**config.mk**
```make
export PLATFORM = sky130hd
export DESIGN_NAME = arl_relay_out
export DESIGN_NICKNAME = d
export VERILOG_FILES = /design/src/verilog/arl_pkg.sv /design/src/verilog/arl_relay_out.sv /design/src/verilog/arl_scale.sv
export SDC_FILE = /design/constraint.sdc
export NUM_CORES = 2
export LEC_CHECK = 0
export ABC_AREA = 1
export BUFFER_PORTS_ARGS = -buffer_cell sky130_fd_sc_hd__buf_4
export CAP_MARGIN = 20
export CORE_ASPECT_RATIO = 1.5
export CORE_MARGIN = 10
export CORE_UTILIZATION = 45
export CTS_CLUSTER_SIZE = 20
export DETAILED_ROUTE_END_ITERATION = 16
export GPL_ROUTABILITY_DRIVEN = 0
export PLACE_DENSITY = 0.59
export SLEW_MARGIN = 10
export SYNTH_ARGS = -nofsm -noshare
export SYNTH_HDL_FRONTEND = slang
export SYNTH_SLANG_ARGS = --single-unit
export TNS_END_PERCENT = 30
```
**constraint.sdc**
```tcl
create_clock -name ref_clk -period 6.5 [get_ports ref_clk]
set_clock_uncertainty 0.15 [all_clocks]
set_input_delay 0.65 -clock ref_clk [delete_from_list [all_inputs] [get_ports ref_clk]]
set_output_delay 0.65 -clock ref_clk [all_outputs]
set_load 0.02 [all_outputs]
```
**src/verilog/arl_pkg.sv**
```systemverilog
// Constants, register map and types for the alarm relay output block.
// Assumes a 32-bit register port with byte addresses on word boundaries.
`default_nettype none
package arl_pkg;
  // ----------------------------------------
  // Sizes
  // ----------------------------------------
  localparam int NUM_RELAY = 7;
  localparam int NUM_ALARM = 8;
  localparam int NUM_AO = 2;
  localparam int ADDR_W = 8;
  localparam int DATA_W = 32;
  localparam int VAL_W = 32;
  localparam int CODE_W = 16;
  localparam int NUM_W = 48;
  // ----------------------------------------
  // Register offsets
  // ----------------------------------------
  localparam logic [7:0] REG_CTRL = 8'h00;
  localparam logic [7:0] REG_POL = 8'h04;
  localparam logic [7:0] REG_ACK_EN = 8'h08;
  localparam logic [7:0] REG_MODE = 8'h0C;
  localparam logic [7:0] REG_ALLOC0 = 8'h10;
  localparam logic [7:0] REG_STRIDE = 8'h04;
  localparam logic [7:0] REG_AO_BASE = 8'h2C;
  localparam logic [7:0] AO_STRIDE = 8'h0C;
  localparam logic [7:0] AO_TYPE_OFS = 8'h00;
  localparam logic [7:0] AO_LO_OFS = 8'h04;
  localparam logic [7:0] AO_HI_OFS = 8'h08;
  localparam logic [7:0] REG_STATUS = 8'h44;
  localparam logic [7:0] REG_INT_STAT = 8'h48;
  localparam logic [7:0] REG_INT_CLR = 8'h4C;
  localparam logic [7:0] REG_INT_EN = 8'h50;
  // ----------------------------------------
  // Field positions and reset values
  // ----------------------------------------
  localparam int CTRL_ACK_BIT = 0;
  localparam int CTRL_SRC_LSB = 1;
  localparam int STAT_ACT_LSB = 8;
  localparam int STAT_HOLD_LSB = 16;
  localparam int STAT_CHOICE_BIT = 24;
  localparam int STAT_DUAL_BIT = 25;
  localparam int INT_ACK_BIT = 7;
  localparam logic [31:0] AO_LO_RST = 32'h00000000;
  localparam logic [31:0] AO_HI_RST = 32'h000003E8;
  localparam logic [15:0] CODE_MAX = 16'hFFFF;
  localparam logic [15:0] CODE_MIN = 16'h0000;
  localparam logic [4:0] DIV_LAST = 5'h0F;
  // ----------------------------------------
  // Types
  // ----------------------------------------
  typedef enum logic [1:0] {
    ARL_T_4_20MA = 2'b00,
    ARL_T_0_1V = 2'b01,
    ARL_T_0_10V = 2'b10
  } arl_otype_t;
  typedef enum logic {
    ARL_S_LOAD = 1'b0,
    ARL_S_DIV = 1'b1
  } arl_sstate_t;
endpackage
`default_nettype wire

```
**src/verilog/arl_relay_out.sv**
```systemverilog
// Alarm relay output stage with analog retransmission scaling.
// Assumes alarm levels and display value come from logic on ref_clk;
// buttons and remote input are raw pins. Latching and delays are upstream.
//
// Summary of operation
// - Each relay has an idle polarity, open by default, and flips when in alarm.
// - With acknowledge enabled, an acknowledge during alarm releases the relay at once; off by default.
// - The release works the same whether the upstream alarm latches or resets itself.
// - Acknowledge comes from the front button, and optionally a second button or remote input.
// - In OR mode, the default, a relay is active when any assigned alarm is active.
// - In AND mode a relay is active only while all assigned alarms are active.
// - Each analog output is 16 bits, type 4-20 mA, 0-1 V or 0-10 V, 4-20 mA by default.
// - The type choice is not offered when only current-loop hardware is fitted.
// - A low display value, default 0, maps to the bottom of the output range.
// - A high display value, default 1000, maps to the top of the output range.
// - A second output with its own settings exists only with the dual option.
// - Each alarm is assigned per relay by an on/off bit, off by default.
// - Hysteresis and delays keep applying in latching mode, upstream of this block.
`timescale 1ns/1ps
`default_nettype none
module arl_relay_out
#(
  parameter bit CHOICE_FITTED = 1'b1,
  parameter bit DUAL_FITTED = 1'b1
)
(
  input wire logic ref_clk,
  input wire logic resetn,
  input wire logic [7:0] alarm_active,
  input wire logic [31:0] disp_value,
  input wire logic ack_front_pin,
  input wire logic ack_alt_pin,
  input wire logic ack_remote_pin,
  input wire logic [7:0] reg_addr,
  input wire logic [31:0] reg_wdata,
  input wire logic reg_wr,
  input wire logic reg_rd,
  output logic [31:0] reg_rdata,
  output logic irq,
  output logic [6:0] relay_drive,
  output logic [15:0] ao_code_1,
  output logic [15:0] ao_code_2,
  output logic [1:0] retransmit_type_select_1,
  output logic [1:0] retransmit_type_select_2
);
  typedef struct packed {
    // Configuration
    logic [6:0] pol;
    logic [6:0] ack_en;
    logic [6:0] and_mode;
    logic [6:0][7:0] alloc;
    logic [1:0] ack_src;
    logic [1:0][1:0] ao_type;
    logic [1:0][31:0] ao_lo;
    logic [1:0][31:0] ao_hi;
    // Relay state and interrupts
    logic [6:0] hold;
    logic [6:0] act_prev;
    logic [6:0] relay;
    logic [7:0] int_stat;
    logic [7:0] int_en;
    logic irq;
    // Read data
    logic [31:0] rdata;
    // Pin synchroniser and edge
    logic [2:0] pin_s1;
    logic [2:0] pin_s2;
    logic [2:0] pin_prev;
  } arl_top_t;

  arl_top_t r_ff;
  arl_top_t nxt_r;
  // Filled in the next-state process
  logic [6:0] act;
  logic [2:0] pin_rise;
  logic ack_evt;
  // Codes from the scalers' own flops
  logic [15:0] code_1;
  logic [15:0] code_2;

  // ----------------------------------------
  // Helpers
  // ----------------------------------------
  // Empty allocation never activates, in either mode
  function automatic logic combine(input logic [7:0] mask, input logic [7:0] al, input logic and_m);
    logic res;
    res = 1'b0;
    if (mask != 8'h00)
    begin
      if (and_m)
        res = &(al | ~mask);
      else
        res = |(al & mask);
    end
    return res;
  endfunction

  // Illegal code or current-only hardware falls back to 4-20 mA
  function automatic logic [1:0] fix_type(input logic [1:0] t);
    logic [1:0] res;
    res = t;
    if (!CHOICE_FITTED || t == 2'b11)
      res = arl_pkg::ARL_T_4_20MA;
    return res;
  endfunction

  // Field address of analog output a
  function automatic logic [7:0] ao_addr(input int a, input logic [7:0] ofs);
    logic [7:0] res;
    res = arl_pkg::REG_AO_BASE + ofs;
    if (a != 0)
      res = res + arl_pkg::AO_STRIDE;
    return res;
  endfunction

  // Allocation word of relay r
  function automatic logic [7:0] alloc_addr(input int r);
    logic [7:0] res;
    res = arl_pkg::REG_ALLOC0;
    for (int i = 0; i < r; i++)
      res = res + arl_pkg::REG_STRIDE;
    return res;
  endfunction

  // ----------------------------------------
  // Outputs straight from flops
  // ----------------------------------------
  assign reg_rdata = r_ff.rdata;
  assign irq = r_ff.irq;
  assign relay_drive = r_ff.relay;
  assign retransmit_type_select_1 = r_ff.ao_type[0];
  assign retransmit_type_select_2 = r_ff.ao_type[1];
  assign ao_code_1 = code_1;
  assign ao_code_2 = code_2;

  // ----------------------------------------
  // Scalers
  // ----------------------------------------
  // Both scalers see the same value
  arl_scale u_scale_1
  (
    .ref_clk(ref_clk),
    .resetn(resetn),
    .value(disp_value),
    .lo(r_ff.ao_lo[0]),
    .hi(r_ff.ao_hi[0]),
    .code(code_1)
  );

  // Second output only exists with the dual option
  generate
    if (DUAL_FITTED)
    begin : g_dual
      arl_scale u_scale_2
      (
        .ref_clk(ref_clk),
        .resetn(resetn),
        .value(disp_value),
        .lo(r_ff.ao_lo[1]),
        .hi(r_ff.ao_hi[1]),
        .code(code_2)
      );
    end
    else
    begin : g_single
      // Code parked at the bottom of range
      assign code_2 = arl_pkg::CODE_MIN;
    end
  endgenerate

  // ----------------------------------------
  // Next-state logic
  // ----------------------------------------
  always_comb
  begin
    nxt_r = r_ff;
    act = 7'h00;
    // Pins pass two flops; edges are taken from the second only
    nxt_r.pin_s1 = {ack_remote_pin, ack_alt_pin, ack_front_pin};
    nxt_r.pin_s2 = r_ff.pin_s1;
    nxt_r.pin_prev = r_ff.pin_s2;
    pin_rise = r_ff.pin_s2 & ~r_ff.pin_prev;
    // Front button always counts; the others by configuration
    ack_evt = pin_rise[0]
      | (pin_rise[1] & r_ff.ack_src[0])
      | (pin_rise[2] & r_ff.ack_src[1]);
    // A register pulse acts as a front press
    if (reg_wr && reg_addr == arl_pkg::REG_CTRL && reg_wdata[arl_pkg::CTRL_ACK_BIT])
      ack_evt = 1'b1;

    // Relay combining, acknowledge and polarity
    for (int r = 0; r < arl_pkg::NUM_RELAY; r++)
    begin
      // Hysteresis and delays are already in alarm_active
      act[r] = combine(r_ff.alloc[r], alarm_active, r_ff.and_mode[r]);
      // Hold drops once the alarm clears, whatever the latch mode
      if (!act[r])
        nxt_r.hold[r] = 1'b0;
      else if (ack_evt && r_ff.ack_en[r])
        nxt_r.hold[r] = 1'b1;
      nxt_r.relay[r] = r_ff.pol[r] ^ (act[r] & ~nxt_r.hold[r]);
    end
    // For edge detect and status
    nxt_r.act_prev = act;

    // Register writes
    if (reg_wr)
    begin
      unique case (reg_addr)
        // Bit 0 is a pulse, never stored
        arl_pkg::REG_CTRL:
          nxt_r.ack_src = reg_wdata[arl_pkg::CTRL_SRC_LSB +: 2];
        arl_pkg::REG_POL:
          nxt_r.pol = reg_wdata[6:0];
        arl_pkg::REG_ACK_EN:
          nxt_r.ack_en = reg_wdata[6:0];
        arl_pkg::REG_MODE:
          nxt_r.and_mode = reg_wdata[6:0];
        // Interrupt clear falls to default
        arl_pkg::REG_INT_EN:
          nxt_r.int_en = reg_wdata[7:0];
        // Allocation and analog settings
        default:
        begin
          for (int r = 0; r < arl_pkg::NUM_RELAY; r++)
          begin
            if (reg_addr == alloc_addr(r))
              nxt_r.alloc[r] = reg_wdata[7:0];
          end
          for (int a = 0; a < arl_pkg::NUM_AO; a++)
          begin
            if (a == 0 || DUAL_FITTED)
            begin
              if (reg_addr == ao_addr(a, arl_pkg::AO_TYPE_OFS))
                nxt_r.ao_type[a] = fix_type(reg_wdata[1:0]);
              if (reg_addr == ao_addr(a, arl_pkg::AO_LO_OFS))
                nxt_r.ao_lo[a] = reg_wdata;
              if (reg_addr == ao_addr(a, arl_pkg::AO_HI_OFS))
                nxt_r.ao_hi[a] = reg_wdata;
            end
          end
        end
      endcase
    end

    // Sticky events: clear first, so a same-cycle set wins
    if (reg_wr && reg_addr == arl_pkg::REG_INT_CLR)
      nxt_r.int_stat = r_ff.int_stat & ~reg_wdata[7:0];
    nxt_r.int_stat[6:0] = nxt_r.int_stat[6:0] | (act & ~r_ff.act_prev);
    if (ack_evt)
      nxt_r.int_stat[arl_pkg::INT_ACK_BIT] = 1'b1;
    // Enable gates the line, not the status
    nxt_r.irq = |(nxt_r.int_stat & nxt_r.int_en);

    // Register reads, data in the following cycle only
    nxt_r.rdata = 32'h00000000;
    if (reg_rd)
    begin
      unique case (reg_addr)
        // Pulse bit reads as zero
        arl_pkg::REG_CTRL:
          nxt_r.rdata[arl_pkg::CTRL_SRC_LSB +: 2] = r_ff.ack_src;
        arl_pkg::REG_POL:
          nxt_r.rdata[6:0] = r_ff.pol;
        arl_pkg::REG_ACK_EN:
          nxt_r.rdata[6:0] = r_ff.ack_en;
        arl_pkg::REG_MODE:
          nxt_r.rdata[6:0] = r_ff.and_mode;
        // Live state and build options
        arl_pkg::REG_STATUS:
        begin
          nxt_r.rdata[6:0] = r_ff.relay;
          nxt_r.rdata[arl_pkg::STAT_ACT_LSB +: 7] = r_ff.act_prev;
          nxt_r.rdata[arl_pkg::STAT_HOLD_LSB +: 7] = r_ff.hold;
          nxt_r.rdata[arl_pkg::STAT_CHOICE_BIT] = CHOICE_FITTED;
          nxt_r.rdata[arl_pkg::STAT_DUAL_BIT] = DUAL_FITTED;
        end
        arl_pkg::REG_INT_STAT:
          nxt_r.rdata[7:0] = r_ff.int_stat;
        arl_pkg::REG_INT_EN:
          nxt_r.rdata[7:0] = r_ff.int_en;
        // Clear register reads as zero
        default:
        begin
          for (int r = 0; r < arl_pkg::NUM_RELAY; r++)
          begin
            if (reg_addr == alloc_addr(r))
              nxt_r.rdata[7:0] = r_ff.alloc[r];
          end
          // Absent second output reads as zero
          for (int a = 0; a < arl_pkg::NUM_AO; a++)
          begin
            if (a == 0 || DUAL_FITTED)
            begin
              if (reg_addr == ao_addr(a, arl_pkg::AO_TYPE_OFS))
                nxt_r.rdata[1:0] = r_ff.ao_type[a];
              if (reg_addr == ao_addr(a, arl_pkg::AO_LO_OFS))
                nxt_r.rdata = r_ff.ao_lo[a];
              if (reg_addr == ao_addr(a, arl_pkg::AO_HI_OFS))
                nxt_r.rdata = r_ff.ao_hi[a];
            end
          end
        end
      endcase
    end
  end

  // ----------------------------------------
  // State register
  // ----------------------------------------
  always_ff @(posedge ref_clk or negedge resetn)
  begin
    if (!resetn)
    begin
      // Normally open, OR mode, nothing allocated
      r_ff.pol <= 7'h00;
      r_ff.ack_en <= 7'h00;
      r_ff.and_mode <= 7'h00;
      r_ff.alloc <= 56'h00000000000000;
      r_ff.ack_src <= 2'h0;
      // Both outputs 4-20 mA over 0 to 1000
      r_ff.ao_type <= {arl_pkg::ARL_T_4_20MA, arl_pkg::ARL_T_4_20MA};
      r_ff.ao_lo <= {arl_pkg::AO_LO_RST, arl_pkg::AO_LO_RST};
      r_ff.ao_hi <= {arl_pkg::AO_HI_RST, arl_pkg::AO_HI_RST};
      // Runtime state
      r_ff.hold <= 7'h00;
      r_ff.act_prev <= 7'h00;
      r_ff.relay <= 7'h00;
      r_ff.int_stat <= 8'h00;
      r_ff.int_en <= 8'h00;
      r_ff.irq <= 1'b0;
      r_ff.rdata <= 32'h00000000;
      r_ff.pin_s1 <= 3'h0;
      r_ff.pin_s2 <= 3'h0;
      r_ff.pin_prev <= 3'h0;
    end
    else
      r_ff <= nxt_r;
  end
endmodule
`default_nettype wire

```
**src/verilog/arl_scale.sv**
```systemverilog
// Linear scaler: display value to 16-bit retransmission code.
// Assumes value, lo and hi are signed words on the same clock.
`timescale 1ns/1ps
`default_nettype none
module arl_scale
(
  input wire logic ref_clk,
  input wire logic resetn,
  input wire logic [31:0] value,
  input wire logic [31:0] lo,
  input wire logic [31:0] hi,
  output logic [15:0] code
);
  typedef struct packed {
    arl_pkg::arl_sstate_t st;
    logic [47:0] rem;
    logic [47:0] dsh;
    logic [15:0] q;
    logic [4:0] step;
    logic [15:0] code;
  } arl_scale_t;

  arl_scale_t r_ff;
  arl_scale_t nxt_r;
  logic [32:0] span;
  logic [32:0] ofs;

  assign code = r_ff.code;

  // ----------------------------------------
  // Clamp or start a 16-step divide
  // ----------------------------------------
  always_comb
  begin
    nxt_r = r_ff;
    span = {hi[31], hi} - {lo[31], lo};
    ofs = {value[31], value} - {lo[31], lo};
    unique case (r_ff.st)
      arl_pkg::ARL_S_LOAD:
      begin
        if ($signed(value) >= $signed(hi))
          nxt_r.code = arl_pkg::CODE_MAX;
        else if ($signed(value) <= $signed(lo))
          nxt_r.code = arl_pkg::CODE_MIN;
        else
        begin
          // Numerator is ofs*65535 so the top code equals hi
          nxt_r.rem = {ofs[31:0], 16'h0000} - {16'h0000, ofs[31:0]};
          nxt_r.dsh = {1'b0, span[31:0], 15'h0000};
          nxt_r.q = 16'h0000;
          nxt_r.step = 5'h00;
          nxt_r.st = arl_pkg::ARL_S_DIV;
        end
      end
      arl_pkg::ARL_S_DIV:
      begin
        if (r_ff.rem >= r_ff.dsh)
        begin
          nxt_r.rem = r_ff.rem - r_ff.dsh;
          nxt_r.q = {r_ff.q[14:0], 1'b1};
        end
        else
          nxt_r.q = {r_ff.q[14:0], 1'b0};
        nxt_r.dsh = {1'b0, r_ff.dsh[47:1]};
        nxt_r.step = r_ff.step + 5'h01;
        if (r_ff.step == arl_pkg::DIV_LAST)
        begin
          nxt_r.code = nxt_r.q;
          nxt_r.st = arl_pkg::ARL_S_LOAD;
        end
      end
    endcase
  end

  // ----------------------------------------
  // State register
  // ----------------------------------------
  always_ff @(posedge ref_clk or negedge resetn)
  begin
    if (!resetn)
    begin
      r_ff.st <= arl_pkg::ARL_S_LOAD;
      r_ff.rem <= 48'h000000000000;
      r_ff.dsh <= 48'h000000000000;
      r_ff.q <= 16'h0000;
      r_ff.step <= 5'h00;
      r_ff.code <= 16'h0000;
    end
    else
      r_ff <= nxt_r;
  end
endmodule
`default_nettype wire

```
* Word level (Yosys, flattened, before mapping)
Cells that the tools add are included.
** Storage, ports and cells
- Bits in registers :: 556
- Bits in latches :: 0
- RAM bits :: 0
- Bits in read-only memories :: 0
- Input bits :: 87
- Output and inout bits :: 76
- Logic and storage cells :: 296
- Memories kept :: 0
** Operators by class
- $add $sub $neg :: 10
- Multipliers :: 0
- Divide/modulo/power cells :: 0
- Order comparisons :: 6
- Equal/unequal tests :: 36
- Shifts and indexed selects :: 0
- Muxes and demuxes :: 88
- Bitwise operators :: 57
- Reduce and logical (&&, ||, !) cells :: 60
** Operators by type and width (count)
- $pmux W134 S2 :: 2
- $mux W118 :: 4
- $mux W8 :: 22
- $mux W32 :: 5
- $sub A32 B32 Y32 :: 4
- $ge A48 B48 Y1 :: 2
- $mux W16 :: 6
- $mux W48 :: 2
- $sub A48 B32 Y48 :: 2
- $sub A48 B48 Y48 :: 2
- $and A8 B8 Y8 :: 9
- $ge A32 B32 Y1 :: 2
- $le A32 B32 Y1 :: 2
- $not A8 Y8 :: 8
- $reduce_or A8 Y1 :: 8
- $or A8 B8 Y8 :: 7
- $reduce_and A8 Y1 :: 7
- $reduce_bool A8 Y1 :: 7
- $eq A8 B6 Y1 const B :: 6
- $eq A8 B8 Y1 :: 6
- $reduce_and A3 Y1 :: 15
- $mux W1 :: 36
- $eq A8 B5 Y1 const B :: 4
- $eq A8 B7 Y1 const B :: 4
- other kinds (30) :: 85

* Longest topological paths before layout
- Depth after elaboration :: 16
- Depth in mapped cells :: 29
- Depth with buffers taken out :: 29

* By module
Synthesis repeated with hierarchy kept, for this count alone.
** Second synthesis, totals
- Cells, all modules :: 6664
- Area total of the unflattened synthesis :: 45670.1 sq um
** Modules (own cells, without submodules)
- arl_scale (g_dual.u_scale_2) :: instances 1, cells an instance 2612, area an instance 16316.9 sq um, seq. area each 3303.2 sq um
- arl_scale (u_scale_1) :: instances 1, cells an instance 2492, area an instance 15627.5 sq um, seq. area each 3303.2 sq um
- arl_relay_out :: instances 1, cells an instance 1560, area an instance 13725.7 sq um, seq. area each 7272.0 sq um

* Least setup slack after synthesis
Ideal clock, no wire load.
- Kind :: in2reg
- From :: in disp_value[0]
- To :: reg g_dual.u_scale_2.r_ff[124] (netlist name)
- Library setup time :: 117 ps
- Arrival time :: 3478 ps
- Required time :: 6233 ps
- Slack :: 2755 ps
- Stages :: 28
- Path through :: inv_1 > ha_1 > inv_1 > fa_1 > nand3_1 > nand3_1 > nand3_1 > nand3_2 > nand2_1 > nand3_1 > nand2_1 > inv_1 > ha_1 > inv_1 > nor2_1 > inv_1 > nor2_1 > nand2_1 > nand2_1 > nand2_1 > nand2_1 > nand2_1 > nand2_1 > nand2_1 > nand2_1 > nand2_1 > nand3_1 > nand2_1
** On the way
- Cells in the longest elaborated chain, start to end :: 5
- Elaborated cells between the ends (all ways) :: 10
** RTL lines
- from (decl) :: line arl_relay_out.sv:30 : input wire logic [31:0] disp_value,
- $sub A32 B32 Y32 :: line arl_scale.sv:37 : ofs = {value[31], value} - {lo[31], lo};
- $sub A48 B32 Y48 :: line arl_scale.sv:48 : nxt_r.rem = {ofs[31:0], 16'h0000} - {16'h0000, ofs[31:0]};
- $mux W118 :: line arl_scale.sv:43 : else if ($signed(value) <= $signed(lo))
- $mux W118 :: line arl_scale.sv:41 : if ($signed(value) >= $signed(hi))
- $pmux W134 S2 :: line arl_scale.sv:38 : unique case (r_ff.st)
- to (signal assigned) :: line arl_scale.sv:90 : r_ff <= nxt_r;
- to (decl) :: line arl_scale.sv:23 : arl_scale_t r_ff;
Parallel ways exist; a longest one is shown, timed or not. The select of a mux whose other input is x is not followed.
A chain may end at the register's enable or synchronous reset.

* Worst setup path after layout
- From :: reg g_dual.u_scale_2.r_ff[37] (netlist name)
- To :: reg g_dual.u_scale_2.r_ff[115] (netlist name)
** On the way
- Cells in the longest elaborated chain, start to end :: 3
- Elaborated cells between the ends (all ways) :: 6
** RTL lines (line)
- $sub A48 B48 Y48 or $ge A48 B48 Y1 (tied branches) :: arl_scale.sv:59, arl_scale.sv:57
- $mux W48 or $ne A2 B2 Y1 (tied branches)
- $pmux W134 S2 or $reduce_and A3 Y1 (tied branches)
Parallel ways exist; a longest one is shown, timed or not. The select of a mux whose other input is x is not followed.

==> out/summary.md <==
Clock tree
- 0.07 ns — Clk pin slew, worst setup/hold paths
- done — clock tree from TritonCTS
- 2 — count of H-tree levels built during CTS
- 3 — Max Root-Sink Buffers
- 554 — CTS Sinks
- 59 — Inserted Clock Buffers
- 0 — quantity of gates resized following cts
- clkbuf_16 — root cell of the clock tree
- 0.67 ns — latest clock arrival within the worst-skew pair

Pwr
- 50.2% — switching fraction of total power
- 437 nW/um2 — power per unit of standard cell area
- 17.2% — share of power burned in the clock network
- 21.5 mW — total power
- 23.1% — sequential power share
- 10.8 mW — switching power of the nets
- 10.7 mW — internal power
- 59.7% — share of total power in combinational logic
- 24.4 nW — leakage power figure
- 0.237 mV — Max VDD drop

Synth
- 7,020 — Post-Syn Nets
- 30.8% — part of the Yosys area used for sequential elements
- 45,100 um2 — Syn Std Cell Area
- 0 — count of flip-flops with a built-in enable after synthesis
- 554 — number of storage elements in the synthesis netlist
- dfrtp_1 — dominant cell type by area after synthesis
- 76 — Cell variety after synth
- dfrtp_1, nand2_1, ha_1 — largest cells by area after synthesis
- 0 — Synthesis Warnings
- 30.1% — share of Yosys cell area claimed by the top area cell type
- 6.82 um2 — Mapped Avg Cell Area
- 100% — FFs w/ async S/R, synth
- 6,605 — Post-Synthesis Cells
- dfrtp_1 — most used flip-flop cell after synthesis

Die
- 278 um — die boundary width
- 99,700 um2 — total core area
- 408 um — Chip Height
- 45.2% — starting density of the core
- 142 — num rows
- 163 — count of boundary I/O pins
- 113,000 um2 — area of the die

Global route
- 31.5% — Total GRT Usage
- 159 — pin count of the biggest net entering global routing
- met2 — most used routing layer in global routing
- 35.1% — fraction of met1 tracks used by global routing
- 29 — antenna violations before repair
- 44,726 — number of global-route vias before repair
- 6.86% — met3 Usage GRT
- 53.2% — GR met2 Demand/Resource
- 0 — Congestion Overflow GR
- 274,000 um — wire length of the first global-routing pass

Cells and area
- 26,400 um2 — multi-input gate area in the final layout
- 9.38% — area delta synth->final
- 10,202 — count of filler cells inserted in the layout
- 7.37% — share of post-route cells with drive strength above 1
- 7,067 — Net count, final
- 49,300 um2 — final standard cell area without fillers
- 49.4% — Layout Utilization
- 13,900 um2 — Seq. cell area

Outcome
- completed — outcome

STA
- 21.9% — Slew headroom
- 0 — final-report max-slew violation count
- 1.54 ns — final worst-path setup slack
- false — setup repair after global routing missed its margin
- 0 — final hold viol count
- 0 — total of endpoints with negative setup slack in the final report
- 1.17 ns — measured slew at the worst slew-check pin
- 76.3% — share of the cycle needed by the critical path after routing
- 4.96 ns — Final min period
- 0.202 GHz — FMAX
- 0 ns — summed negative setup slack over all endpoints

Placement
- 162 — count of buffers inserted at the top-level ports
- 47,100 um2 — cell area reported after detailed placement
- 1.15 ns — Post-Place Setup Slack
- 147,000 um — half-perimeter wire length after detailed placement

Route
- 185,000 um — wire length after detailed routing
- 0 — residual DRC count
- 0 — Antenna Violating Nets Remaining
- 9 — drt pass-1 iters
- 5.76 — post-detailed-route via-to-cell ratio
- 46,100 — total via count after detailed routing
- 4,029 — DR iter-0 viols
- 23.1 um — final routed wire length divided by cell count

Setup path
- 6.88 ns — Worst EP required
- 0.53 ns — biggest cell delay along the critical path
- reg -> reg — Setup CP Type
- simple AND/OR/NAND/NOR gates — category of cells accounting for the largest share of critical-path delay
- 5.35 ns — Crit path arrival time
- 5 — CP bufs+invs
- register — launching element type of the critical path
- register — Worst Setup End Kind
- nand2_1 — Most Frequent Cell on Critical Path
- ha_1 -> fa_1 -> inv_1 -> nand3_1 -> nand2_1 -> a21oi_1 -> o21bai_1 -> inv_1 -> o21ai_2 -> nand2_1 -> nand3_1 -> a21oi_1 -> o21ai_0 -> nand2_1 -> nand2_2 -> buf_4 -> inv_2 -> nand2_1 -> o21ai_0 -> inv_1 -> o21ai_1 — worst path cell trace
- 48 — Critical Path Fanout Max
- nand2_1 — Max stage delay cell, worst path

Min path
- in -> reg — worst min-delay path category

Run
- 0 — count of maximum capacitance violations

[worst min-delay path: stages]
cell     delay (ns)
buf_4          0.10
nand2_1        0.04
o21ai_0        0.06
[final timing paths]
check | from | end | slack (ns) | depth (start not counted)
worst max-delay path | g_dual.u_scale_2.r_ff[37]$_DFFE_PN0P_ | g_dual.u_scale_2.r_ff[115]$_DFFE_PN0P_ | 1.54 | 21
worst min-delay path | reg_wdata[26] | r_ff[105]$_DFFE_PN0P_ | 0.08 | 3
worst max register to register | g_dual.u_scale_2.r_ff[37]$_DFFE_PN0P_ | g_dual.u_scale_2.r_ff[115]$_DFFE_PN0P_ | 1.54 | 21
worst min register to register | nxt_r[5]$_DFF_PN0_ | nxt_r[2]$_DFF_PN0_ | 0.20 | 0
max in group asynchronous | resetn | u_scale_1.r_ff[43]$_DFFE_PN0P_ | 4.15 | 3
min in group asynchronous | resetn | reg_rdata[2]$_DFF_PN0_ | 0.50 | 2
[synth_stat cells (20+ instances only)]
cell type / number
a31oi_1: 53
buf_2: 30
nor2_1: 566
o21ai_0: 535
ha_1: 322
dfrtp_1: 542
nor2_2: 23
buf_4: 81
a211oi_1: 22
nand4_1: 76
nand3_1: 346
nand2_1: 1671
clkbuf_1: 106
xor2_1: 67
nand2_2: 41
nand3b_1: 21
nor3_1: 59
o22ai_1: 90
inv_1: 947
o221ai_1: 88
o211ai_1: 41
nor4_1: 34
xnor2_1: 51
a21oi_1: 498
a221oi_1: 20
[cells in the final DEF (no fill, tap or decap), types with 19 or more instances in the layout]
cell type  instances
a211oi_1          22
a21o_1            19
a21oi_1          498
a221oi_1          20
a31oi_1           53
buf_4            198
clkbuf_16         61
dfrtp_1          542
ha_1             322
inv_1            946
nand2_1         1671
nand2_2           41
nand3_1          345
nand3b_1          21
nand4_1           76
nor2_1           560
nor2_2            25
nor3_1            59
nor4_1            34
o211ai_1          41
o21a_1            19
o21ai_0          535
o221ai_1          88
o22ai_1           90
xnor2_1           51
xor2_1            67
[registers in the layout (all words and copies together), names as in the netlist]
name and flops:
g_dual.u_scale_2.code 16, g_dual.u_scale_2.r_ff 116, relay_drive 7, r_ff 240, retransmit_type_select_1 2, u_scale_1.code 16
nxt_r 6, irq 1, reg_rdata 32, u_scale_1.r_ff 116, retransmit_type_select_2 2
[cell type report]
cell class              instances  share of cell area [%]
multi-input cells            4857                    53.5
clock inverters                37                   0.922
well taps                    1296                    3.29
inverters                     972                    7.41
clock buffers                  72                    3.32
diodes                          9                  0.0457
repair buffers                208                    3.34
flip-flops and latches        554                    28.2
[repair_timing]
item	CTS	global route
hold buffers	4	0
setup buffers	0	0
endpoints found under the hold margin	81	0
[per-stage QoR]
step	cells	hold slack, ns
final	8005	0.0839
after global routing	7996	0.0835
after CTS	7995	0.0580
after detailed placement	7882	0.186
after global placement	7880	0.186
after floorplan	6605	0.181
[routing by layer]
| metal | vias up | part of all wire (%) | routed length [um] |
|---|---|---|---|
| met4 | 40 | 8.1 | 14900 |
| met1 | 21378 | 37 | 68500 |
| met3 | 641 | 8.1 | 14900 |
| met2 | 2051 | 47 | 86200 |
| met5 | - | 0.14 | 261 |
| li1 | 21990 | - | - |
[power by group through the flow]
| stage | logic [mW] | registers (mW) | clock network, mW |
|---|---|---|---|
| finish | 12.9 | 4.98 | 3.70 |
| global route | 14.2 | 5.08 | 3.87 |
| CTS | 12.6 | 4.98 | 3.75 |
| detailed placement | 12.5 | 5.03 | 0 |
| global placement | 12.5 | 5.02 | 0 |
| floorplan | 9.18 | 4.81 | 0 |
[cells by family (layout without fill, tap and decap cells)]
kind of cell / after synthesis / in the layout / share of synthesized area, %
adder cells (fa/ha/maj): 328 / 328 / 9.21
AND/OR/NAND/NOR: 2913 / 2913 / 27.5
multiplexers: 4 / 4 / 0.100
other: 0 / 9 / 0
AO/OA/AOI/OAI: 1485 / 1485 / 19.0
flip-flops: 554 / 554 / 30.8
XOR/XNOR: 127 / 127 / 2.62
buffers and inverters: 1194 / 1289 / 10.8
Note: power is estimated with default switching activity, not from simulation.
